**src/shared/fpcp_pkg.sv**
```systemverilog
// Shared constants and types for the floating-point coprocessor host port.
package fpcp_pkg;
  // ==========================================================
  // Selection and register map
  localparam logic [2:0] FC_CPU_SPACE = 3'h7;
  localparam int         ID_LSB       = 13;
  localparam int         ID_MSB       = 15;
  localparam int         MAP_LSB      = 5;
  localparam int         MAP_MSB      = 12;
  localparam int         IDX_LSB      = 2;
  localparam int         IDX_MSB      = 4;
  localparam logic [2:0] IDX_RESP     = 3'h0;
  localparam logic [2:0] IDX_CTRL     = 3'h1;
  localparam logic [2:0] IDX_SAVE     = 3'h2;
  localparam logic [2:0] IDX_RESTORE  = 3'h3;
  localparam logic [2:0] IDX_CMD      = 3'h4;
  localparam logic [2:0] IDX_STAT     = 3'h5;
  localparam logic [2:0] IDX_OPND     = 3'h6;
  localparam logic [2:0] IDX_IADDR    = 3'h7;
  // ==========================================================
  // Field layouts and reset values
  localparam int          CTRL_EN_LSB = 8;
  localparam int          STAT_CC_LSB = 24;
  localparam int          STAT_EX_LSB = 8;
  localparam int          STAT_AC_LSB = 0;
  localparam int          CMD_DST_LSB = 0;
  localparam int          CMD_OP_LSB  = 3;
  localparam int          CMD_CNT_LSB = 6;
  localparam logic [31:0] CTRL_RST    = 32'h0000_0000;
  localparam logic [31:0] STAT_RST    = 32'h0000_0000;
  localparam logic [31:0] IADDR_RST   = 32'h0000_0000;
  localparam logic [7:0]  EXC_DZ      = 8'h04;
  // ==========================================================
  // Operations, responses and save formats
  localparam logic [2:0]  OP_LOAD     = 3'h0;
  localparam logic [2:0]  OP_TEST     = 3'h1;
  localparam logic [2:0]  OP_DIV      = 3'h2;
  localparam logic [2:0]  OP_CLR      = 3'h3;
  localparam logic [2:0]  RESP_NULL   = 3'h0;
  localparam logic [2:0]  RESP_WAIT   = 3'h1;
  localparam logic [2:0]  RESP_XFER   = 3'h2;
  localparam logic [2:0]  RESP_TRAP   = 3'h3;
  localparam logic [7:0]  TRAP_VEC    = 8'h30;
  localparam logic [7:0]  FMT_NULL    = 8'h00;
  localparam logic [7:0]  FMT_IDLE    = 8'h1f;
  localparam logic [7:0]  FMT_BUSY    = 8'h3f;
  // ==========================================================
  // Timing
  localparam int CLK_PERIOD_NS = 25;
  localparam int EXEC_TIME_NS  = 200;
  localparam int EXEC_CYC      = (EXEC_TIME_NS + CLK_PERIOD_NS - 1) / CLK_PERIOD_NS;
  typedef enum logic [1:0] {
    SEQ_IDLE = 2'b00,
    SEQ_OPND = 2'b01,
    SEQ_HAND = 2'b10
  } seq_state_t;
endpackage : fpcp_pkg

```
**src/verilog/float_coprocessor_host_port.sv**
```systemverilog
// Host port of the floating-point coprocessor: interface registers and command sequencer.
// ==========================================================
// Functional notes
// - Host writes the instruction to command register, then reads the response.
// - The response encodes every further action the host must take.
// - A command arriving before operands are handed off gets a wait response.
// - Coprocessor identifier on upper address lines plus space code selects one.
// - The device answers only cycles in which it is selected.
// - The bus works at 8, 16 or 32 bit width.
// - The device never masters the bus; the host moves all data.
// - Exceptions needing a trap are signalled through the response.
// - The device runs on the bus clock sys_clk behind a handshake bus.
// - Eight general data registers of 80 bits each.
// - Control register holds trap enables, rounding mode and precision.
// - Status register holds condition codes, quotient and exception status.
// - Instruction address register holds the last executed instruction address.
// - Save reads a format word and stops the device; only a null restore acts, clearing control and status.
// - Up to eight coprocessors, each told apart by its identifier.
// - An access starts when selected and strobed.
// - Only response and save reads take the extra synchronous cycle.
`timescale 1ns/10ps
module float_coprocessor_host_port
  import fpcp_pkg::*;
#(
  parameter logic [2:0] CP_ID  = 3'h1,
  parameter int         NREG   = 8,
  parameter int         FW     = 80,
  parameter int         CYCLES = EXEC_CYC
) (
  input  wire logic        sys_clk,
  input  wire logic        rst,
  input  wire logic        wb_cyc_i,
  input  wire logic        wb_stb_i,
  input  wire logic        wb_we_i,
  input  wire logic [15:0] wb_adr_i,
  input  wire logic [3:0]  wb_sel_i,
  input  wire logic [31:0] wb_dat_i,
  input  wire logic [2:0]  fc_i,
  output      logic [31:0] wb_dat_o,
  output      logic        wb_ack_o
);
  localparam int RW = $clog2(NREG);

  logic            ack_q;
  logic            sync_q;
  logic [31:0]     dat_q;
  seq_state_t      state_q;
  seq_state_t      state_d;
  logic [7:0]      cmd_q;
  logic [1:0]      left_q;
  logic [FW-1:0]   opnd_acc_q;
  logic            wait_q;
  logic            trap_q;
  logic            null_q;
  logic [31:0]     ctrl_q;
  logic [31:0]     stat_q;
  logic [31:0]     iaddr_stage_q;
  logic [31:0]     iaddr_q;
  logic [RW-1:0]   ex_dst_q;
  logic            ex_busy;
  logic            ex_done;
  logic            ex_wr;
  logic [FW-1:0]   ex_res;
  logic [3:0]      ex_cc;
  logic [7:0]      ex_exc;
  logic [FW-1:0]   reg_rd;

  // Lane merge lets 8, 16 and 32 bit hosts update any part of a word.
  function automatic logic [31:0] merge(input logic [31:0] old, input logic [31:0] nw,
                                        input logic [3:0] sel);
    for (int b = 0; b < 4; b++) old[8*b +: 8] = sel[b] ? nw[8*b +: 8] : old[8*b +: 8];
    return old;
  endfunction : merge

  // ==========================================================
  // Bus decode
  // Selection needs the processor space code and our identifier; other cycles get no ack.
  wire       hit     = wb_cyc_i & wb_stb_i & (fc_i == FC_CPU_SPACE)
                       & (wb_adr_i[ID_MSB:ID_LSB] == CP_ID);
  wire       start   = hit & ~ack_q;
  wire [2:0] idx     = wb_adr_i[IDX_MSB:IDX_LSB];
  wire       mapped  = (wb_adr_i[MAP_MSB:MAP_LSB] == '0);
  wire       sync_rd = ~wb_we_i & mapped & ((idx == IDX_RESP) | (idx == IDX_SAVE));
  wire       acc     = start & (~sync_rd | sync_q);
  wire       wr      = acc & wb_we_i & mapped;
  wire       rd      = acc & ~wb_we_i & mapped;
  wire       cmd_wr  = wr & (idx == IDX_CMD);
  wire       opnd_wr = wr & (idx == IDX_OPND);
  wire       resp_rd = rd & (idx == IDX_RESP);
  wire       save_rd = rd & (idx == IDX_SAVE);
  wire       rest_wr = wr & (idx == IDX_RESTORE);
  wire [31:0] cmd_w  = merge(32'h0000_0000, wb_dat_i, wb_sel_i);
  wire [31:0] opnd_w = merge(32'h0000_0000, wb_dat_i, wb_sel_i);
  wire       rest_null = rest_wr & (cmd_w[31:24] == FMT_NULL);
  wire       abort   = save_rd | rest_null;

  // ==========================================================
  // Command sequencer
  // A command is taken only when no earlier operands still wait for hand-off.
  wire       cmd_ok   = cmd_wr & (state_q == SEQ_IDLE);
  wire       cmd_busy = cmd_wr & (state_q != SEQ_IDLE);
  wire [1:0] cmd_cnt  = cmd_w[CMD_CNT_LSB +: 2];
  wire       hand_go  = (state_q == SEQ_HAND) & ~ex_busy & ~abort;
  wire [2:0] cmd_op   = cmd_q[CMD_OP_LSB +: 3];
  wire [RW-1:0] cmd_dst = cmd_q[CMD_DST_LSB +: RW];

  // Next state: operands are collected, then handed to the execution unit.
  always_comb begin
    state_d = state_q;
    case (state_q)
      SEQ_IDLE: begin
        if (cmd_ok) state_d = (cmd_cnt == 2'b00) ? SEQ_HAND : SEQ_OPND;
      end
      SEQ_OPND: begin
        if (opnd_wr && left_q == 2'b01) state_d = SEQ_HAND;
      end
      SEQ_HAND: begin
        if (hand_go) state_d = SEQ_IDLE;
      end
      default: state_d = SEQ_IDLE;
    endcase
    if (abort) state_d = SEQ_IDLE;
  end

  // Sequencer registers.
  always_ff @(posedge sys_clk or posedge rst) begin
    if (rst) begin
      state_q    <= SEQ_IDLE;
      cmd_q      <= 8'h00;
      left_q     <= 2'b00;
      opnd_acc_q <= '0;
      wait_q     <= 1'b0;
    end else begin
      state_q <= state_d;
      if (cmd_ok) cmd_q <= cmd_w[7:0];
      if (cmd_ok) left_q <= cmd_cnt;
      else if (opnd_wr && state_q == SEQ_OPND) left_q <= left_q - 2'b01;
      if (opnd_wr) opnd_acc_q <= {opnd_acc_q[FW-33:0], opnd_w};
      if (cmd_busy) wait_q <= 1'b1;
      else if (cmd_ok || abort) wait_q <= 1'b0;
    end
  end

  // ==========================================================
  // Programmer-visible state
  wire trap_set = ex_done & |(ex_exc & ctrl_q[CTRL_EN_LSB +: 8]);

  // Hardware updates land after host writes so a finishing operation is never lost.
  always_ff @(posedge sys_clk or posedge rst) begin
    if (rst) begin
      ctrl_q        <= CTRL_RST;
      stat_q        <= STAT_RST;
      iaddr_stage_q <= IADDR_RST;
      iaddr_q       <= IADDR_RST;
      trap_q        <= 1'b0;
      null_q        <= 1'b1;
      ex_dst_q      <= '0;
    end else if (rest_null) begin
      ctrl_q  <= CTRL_RST;
      stat_q  <= STAT_RST;
      iaddr_q <= IADDR_RST;
      trap_q  <= 1'b0;
      null_q  <= 1'b1;
    end else begin
      if (wr && idx == IDX_CTRL) ctrl_q <= merge(ctrl_q, wb_dat_i, wb_sel_i);
      if (wr && idx == IDX_STAT) stat_q <= merge(stat_q, wb_dat_i, wb_sel_i);
      if (wr && idx == IDX_IADDR) iaddr_stage_q <= merge(iaddr_stage_q, wb_dat_i, wb_sel_i);
      if (hand_go) iaddr_q <= iaddr_stage_q;
      if (hand_go) ex_dst_q <= cmd_dst;
      if (cmd_ok) null_q <= 1'b0;
      if (ex_done) begin
        stat_q[STAT_CC_LSB +: 4] <= ex_cc;
        stat_q[STAT_EX_LSB +: 8] <= ex_exc;
        stat_q[STAT_AC_LSB +: 8] <= stat_q[STAT_AC_LSB +: 8] | ex_exc;
      end
      // The trap stays pending until the host reads it; a new one wins over the clear.
      if (trap_set) trap_q <= 1'b1;
      else if (resp_rd) trap_q <= 1'b0;
    end
  end

  // ==========================================================
  // Data path units
  float_data_regs #(
    .NREG (NREG),
    .W    (FW)
  ) u_regs (
    .sys_clk (sys_clk),
    .rst     (rst),
    .wr_en   (ex_wr),
    .wr_idx  (ex_dst_q),
    .wr_data (ex_res),
    .rd_idx  (cmd_dst),
    .rd_data (reg_rd)
  );

  arith_execution_unit #(
    .W      (FW),
    .CYCLES (CYCLES)
  ) u_exec (
    .sys_clk (sys_clk),
    .rst     (rst),
    .start   (hand_go),
    .abort   (abort),
    .op      (cmd_op),
    .opnd    (opnd_acc_q),
    .src     (reg_rd),
    .busy    (ex_busy),
    .done    (ex_done),
    .wr_en   (ex_wr),
    .result  (ex_res),
    .cc      (ex_cc),
    .exc     (ex_exc)
  );

  // ==========================================================
  // Read data
  // Priority: pending trap, then wait, then operand request, then null.
  wire [15:0] resp_w = trap_q ? {RESP_TRAP, 5'h00, TRAP_VEC}
                     : wait_q ? {RESP_WAIT, 13'h0000}
                     : (state_q == SEQ_OPND) ? {RESP_XFER, 11'h000, left_q}
                     : {RESP_NULL, 13'h0000};
  wire [7:0]  fmt_w  = (state_q != SEQ_IDLE || ex_busy) ? FMT_BUSY
                     : null_q ? FMT_NULL : FMT_IDLE;
  wire [31:0] rdata  = (idx == IDX_RESP)  ? {16'h0000, resp_w}
                     : (idx == IDX_CTRL)  ? ctrl_q
                     : (idx == IDX_SAVE)  ? {fmt_w, 24'h00_0000}
                     : (idx == IDX_STAT)  ? stat_q
                     : (idx == IDX_OPND)  ? ex_res[31:0]
                     : (idx == IDX_IADDR) ? iaddr_q
                     : 32'h0000_0000;

  // Bus answer: one-cycle ack; the device never starts a transfer of its own.
  always_ff @(posedge sys_clk or posedge rst) begin
    if (rst) begin
      ack_q  <= 1'b0;
      sync_q <= 1'b0;
      dat_q  <= 32'h0000_0000;
    end else begin
      ack_q  <= acc;
      sync_q <= start & sync_rd & ~sync_q;
      dat_q  <= rd ? rdata : 32'h0000_0000;
    end
  end

  assign wb_ack_o = ack_q;
  assign wb_dat_o = dat_q;
endmodule : float_coprocessor_host_port

```
**src/verilog/float_data_regs.sv**
```systemverilog
// Floating-point data register file with one write and one read port.
`timescale 1ns/10ps
module float_data_regs
  import fpcp_pkg::*;
#(
  parameter int NREG = 8,
  parameter int W    = 80
) (
  input  wire logic                    sys_clk,
  input  wire logic                    rst,
  input  wire logic                    wr_en,
  input  wire logic [$clog2(NREG)-1:0] wr_idx,
  input  wire logic [W-1:0]            wr_data,
  input  wire logic [$clog2(NREG)-1:0] rd_idx,
  output      logic [W-1:0]            rd_data
);
  logic [W-1:0] regs_q [NREG];

  // Any register may be written by any instruction except a test.
  always_ff @(posedge sys_clk or posedge rst) begin
    if (rst) begin
      for (int i = 0; i < NREG; i++) regs_q[i] <= '0;
    end else if (wr_en) begin
      regs_q[wr_idx] <= wr_data;
    end
  end

  assign rd_data = regs_q[rd_idx];
endmodule : float_data_regs

```
**src/verilog/arith_execution_unit.sv**
```systemverilog
// Execution unit: runs one handed-off operation over a fixed latency.
`timescale 1ns/10ps
module arith_execution_unit
  import fpcp_pkg::*;
#(
  parameter int W      = 80,
  parameter int CYCLES = EXEC_CYC
) (
  input  wire logic         sys_clk,
  input  wire logic         rst,
  input  wire logic         start,
  input  wire logic         abort,
  input  wire logic [2:0]   op,
  input  wire logic [W-1:0] opnd,
  input  wire logic [W-1:0] src,
  output      logic         busy,
  output      logic         done,
  output      logic         wr_en,
  output      logic [W-1:0] result,
  output      logic [3:0]   cc,
  output      logic [7:0]   exc
);
  localparam int CW = $clog2(CYCLES + 1);
  localparam logic [CW-1:0] CNT_LOAD = CW'(CYCLES);
  localparam logic [CW-1:0] CNT_ONE  = CW'(1);
  logic [CW-1:0] cnt_q;
  logic [2:0]    op_q;
  logic [W-1:0]  opnd_q;
  logic [W-1:0]  src_q;
  wire           last = (cnt_q == CNT_ONE);

  // Abort wins so a context save can stop work mid-operation.
  always_ff @(posedge sys_clk or posedge rst) begin
    if (rst) begin
      cnt_q  <= '0;
      op_q   <= OP_LOAD;
      opnd_q <= '0;
      src_q  <= '0;
    end else if (abort) begin
      cnt_q <= '0;
    end else if (start) begin
      cnt_q  <= CNT_LOAD;
      op_q   <= op;
      opnd_q <= opnd;
      src_q  <= src;
    end else if (cnt_q != '0) begin
      cnt_q <= cnt_q - CNT_ONE;
    end
  end

  // Result and flags hold from the cycle after start until the next start.
  assign busy   = (cnt_q != '0);
  assign done   = last & ~abort;
  assign result = (op_q == OP_LOAD) ? opnd_q : (op_q == OP_CLR) ? '0 : src_q;
  assign wr_en  = done & (op_q != OP_TEST);
  assign cc     = {result[W-1], result == '0, 2'b00};
  assign exc    = (op_q == OP_DIV && opnd_q == '0) ? EXC_DZ : 8'h00;
endmodule : arith_execution_unit

```
**config.mk**
```make
export PLATFORM = sky130hd
export DESIGN_NAME = float_coprocessor_host_port
export DESIGN_NICKNAME = d
export VERILOG_FILES = /design/src/shared/fpcp_pkg.sv /design/src/verilog/float_coprocessor_host_port.sv /design/src/verilog/float_data_regs.sv /design/src/verilog/arith_execution_unit.sv
export SDC_FILE = /design/constraint.sdc
export NUM_CORES = 2
export LEC_CHECK = 0
export ABC_AREA = 1
export BUFFER_PORTS_ARGS = -buffer_cell sky130_fd_sc_hd__clkbuf_2
export CORE_MARGIN = 2
export CORE_UTILIZATION = 36
export CTS_CLUSTER_SIZE = 28
export DETAILED_ROUTE_END_ITERATION = 7
export SLEW_MARGIN = 20
export SYNTH_ARGS = -nofsm -noshare
export SYNTH_HDL_FRONTEND = slang
export SYNTH_SLANG_ARGS = --single-unit
```
**constraint.sdc**
```tcl
create_clock -name sys_clk -period 36.2 [get_ports sys_clk]
set_input_delay 1.81 -clock sys_clk [delete_from_list [all_inputs] [get_ports sys_clk]]
set_output_delay 1.81 -clock sys_clk [all_outputs]
set_load 0.05 [all_outputs]
```
==> flow_metrics.tcl <==
set metrics [dict create \
    status "complete, no violations" \
    hpwlAfterDp_um 83700 \
    cts.sinks 1065 \
    cp-startpoint "wb_sel_i[3]" \
    htreeDepth 3 \
    critPathKind "in2reg" \
    final-instance-count-excl-fill 7662 \
    wirelength_um 156000 \
    synthMuxAreaShare_pct 0.320 \
    synth-main-ff-cell "dfrtp_1" \
    yosys_warnings 0 \
    drive_above_1_share_pct 7.09 \
    async_flop_share_pct 100 \
    io_pins 93 \
    layout_commonest_cell "nand2_1" \
    grt_pass1_wl_um 243000 \
    wl_per_cell_um 20.4 \
    grt_pass1_vias 40200 \
    num-nets-final 5848 \
    period_share_pct 18.2 \
    fmax_mhz 151 \
    ctsRootBufferMaster "clkbuf_16" \
    cts_buffer_depth 3 \
    viasPerCell 5.41 \
    ys_seq_area_share_pct 54.5 \
    die_area_um2 139000 \
    hp-class "reg2reg" \
    finClkSkew_ps 34.8 \
    worst_pin_slew_ps 1120 \
    drv_cap 0 \
    cp.required_ps 36740 \
    synth_cell_type_count 49 \
    cts_buffers 116 \
    drtIter0Drc 4079 \
    max-slew-margin-rel_pct 25.3 \
    drc_errors 0 \
    fp.dieH_um 372 \
    grt_max_degree 211 \
    cts_setup_buffers 0 \
    via_count 41400 \
    met2_usage_pct 36.0 \
    r2r_start "wb_ack_o" \
    hold_buffers 0 \
    rsz0062_at_grt "false" \
    dp_cells 7447 \
    powerDensity_nw_per_um2 54.1 \
    grt_antenna_before_repair 4 \
    final_cell_mix "1854 x nand2_1, 1135 x o21ai_0, 1061 x dfrtp_1" \
    area_growth_pct 10.2 \
    syn_inst 5950 \
    syn_area_um2 48900 \
    synth_nets 6013 \
    core_um2 135000 \
    ant_nets 0 \
    fin_util_pct 39.9 \
    tns_ps 0 \
    synth_xor_area_share_pct 0.0179 \
    setup_viol 0 \
    met3_usage_pct 2.99 \
    start_util_pct 36.2 \
    synth_edf_count 0 \
    synth_top_family_by_area "simple AND/OR/NAND/NOR gates" \
    avgSynthCellArea_um2 8.22 \
    worstHoldStart "iaddr_stage_q[14]" \
    irDropWorstVdd_mv 0.0442 \
    critPathLaunchType "primary input" \
    worstSetupEndpointType "register" \
    numPortBuffers 90 \
    yosys.area_share.simple_pct 20.8 \
    drt-pass1-iter-count 6 \
    use_met1_pct 31.5 \
    clock_latency_ps 720 \
    slew_violations 0 \
    synth-compound-area-share_pct 17.7 \
    globalRouteTotalUtil_pct 22.4 \
    period_needed_ps 6600 \
    cts_tree "built" \
    cts.repair.resized 0 \
    gp_congestion 0.814 \
    ys_seq_elements 1065 \
    gr-total-overflow 0 \
    grt.busiest_layer "met2" \
    hold_viol_final 0 \
    die_w_um 372 \
    crit_arrival_ps 7150 \
    path_max_fanout 102 \
    synthAdderAreaFrac_pct 0.0768 \
    placementRows 135 \
    leakage_nw 27.2 \
    clk_pin_slew_worst_paths_ps 60 \
]
[cells by family after synthesis]
family / after synthesis
AOI/OAI and AO/OA: 1613
xor gates and xnor gates: 1
adders and majority gates: 3
buffers and inverters: 686
DFF: 1065
muxes: 14
and+or+nand+nor: 2568
[report_power, final]
group          total (mW)  switching, mW  internal [mW]
clock                1.21          0.501          0.704
sequential           1.27         0.0289           1.24
combinational       0.435          0.356         0.0788
total                2.91          0.886           2.03
[cells in the mapped netlist, types with 3 or more instances]
library cell	instances	area share, %
dfrtp_1	1064	54
mux2_2	13	0.30
nor4_1	16	0.20
nand4_1	18	0.23
a21oi_1	70	0.72
nand2_1	1860	14
nor2_1	475	3.6
a22oi_1	12	0.18
nor2_2	3	0.038
or2_2	5	0.064
nor2_8	7	0.29
o21ai_1	178	1.8
nand2_2	6	0.077
o21ai_0	1135	12
o21ai_2	10	0.18
o31ai_1	20	0.31
o22ai_1	87	1.1
clkbuf_1	263	2.0
buf_1	16	0.12
nand3b_1	3	0.046
nand3_1	153	1.6
inv_1	244	1.9
nor3_1	10	0.10
a31oi_1	3	0.038
o221ai_1	81	1.5
o2111ai_1	8	0.14
buf_4	31	0.48
inv_2	5	0.038
ha_1	3	0.077
buf_2	71	0.73
o211ai_1	5	0.077
buf_6	50	1.2
[routing by layer]
| layer | wire (um) | up-vias |
|---|---|---|
| li1 | - | 19300 |
| met1 | 69300 | 20300 |
| met2 | 71800 | 1566 |
| met3 | 11200 | 266 |
| met4 | 3950 | 4 |
| met5 | 30 | - |
[flip-flops by register name, summed over array words and instances (netlist names), 2 cells and up]
name and count:
u_regs.regs_q 640, opnd_acc_q 80, u_exec.opnd_q 80, u_exec.src_q 80
ctrl_q 32, iaddr_q 32, iaddr_stage_q 32, stat_q 32
wb_dat_o 32, cmd_q 6, u_exec.cnt_q 4, ex_dst_q 3
u_exec.op_q 3, left_q 2, state_q 2
[stage by stage]
stage               worst slack, ps  total power, mW  area, um2  hold slack (ps)
floorplan                      4410             1.59      48900              441
global placement              29060             1.72      50000              453
detailed placement            29000             1.72      50000              450
CTS                           29760             2.93      53800              465
global route                  29360             3.02      53900              492
finish                        29600             2.91      53900              467
[final timing paths]
path                                      end  depth (start not counted)  slack, ps
max in group asynchronous  u_regs.regs_q[635]                          6      30850
max reg2reg                u_regs.regs_q[346]                         15      30760
max                        u_regs.regs_q[346]                         15      29600
min reg2reg                       iaddr_q[14]                          2        470
min in group asynchronous         wb_dat_o[1]                          2       1290
min                               iaddr_q[14]                          2        470
[worst max-delay path, cell delays in order]
cell and delay (ps):
clkbuf_2 260, nand2_1 200, nand2_1 150, nor2_1 60, nand3_1 70, nor2_2 60
nand2_4 200, nand3_2 370, inv_2 460, nand2_8 470, buf_4 510, buf_4 510
nor2_8 850, buf_4 840, a21oi_1 150
[cell type report]
| type | instances | area [um2] |
|---|---|---|
| fillers | 13600 | 81300 |
| diodes | 1 | 2.50 |
| clock buffers | 180 | 3540 |
| clock inverters | 33 | 329 |
| flip-flops and latches | 1065 | 26700 |
| well taps | 1781 | 2230 |
| inverters | 251 | 961 |
| repair buffers | 152 | 986 |
| multi-input cells | 4199 | 19200 |
No activity file was read; power rests on OpenSTA's default activity.
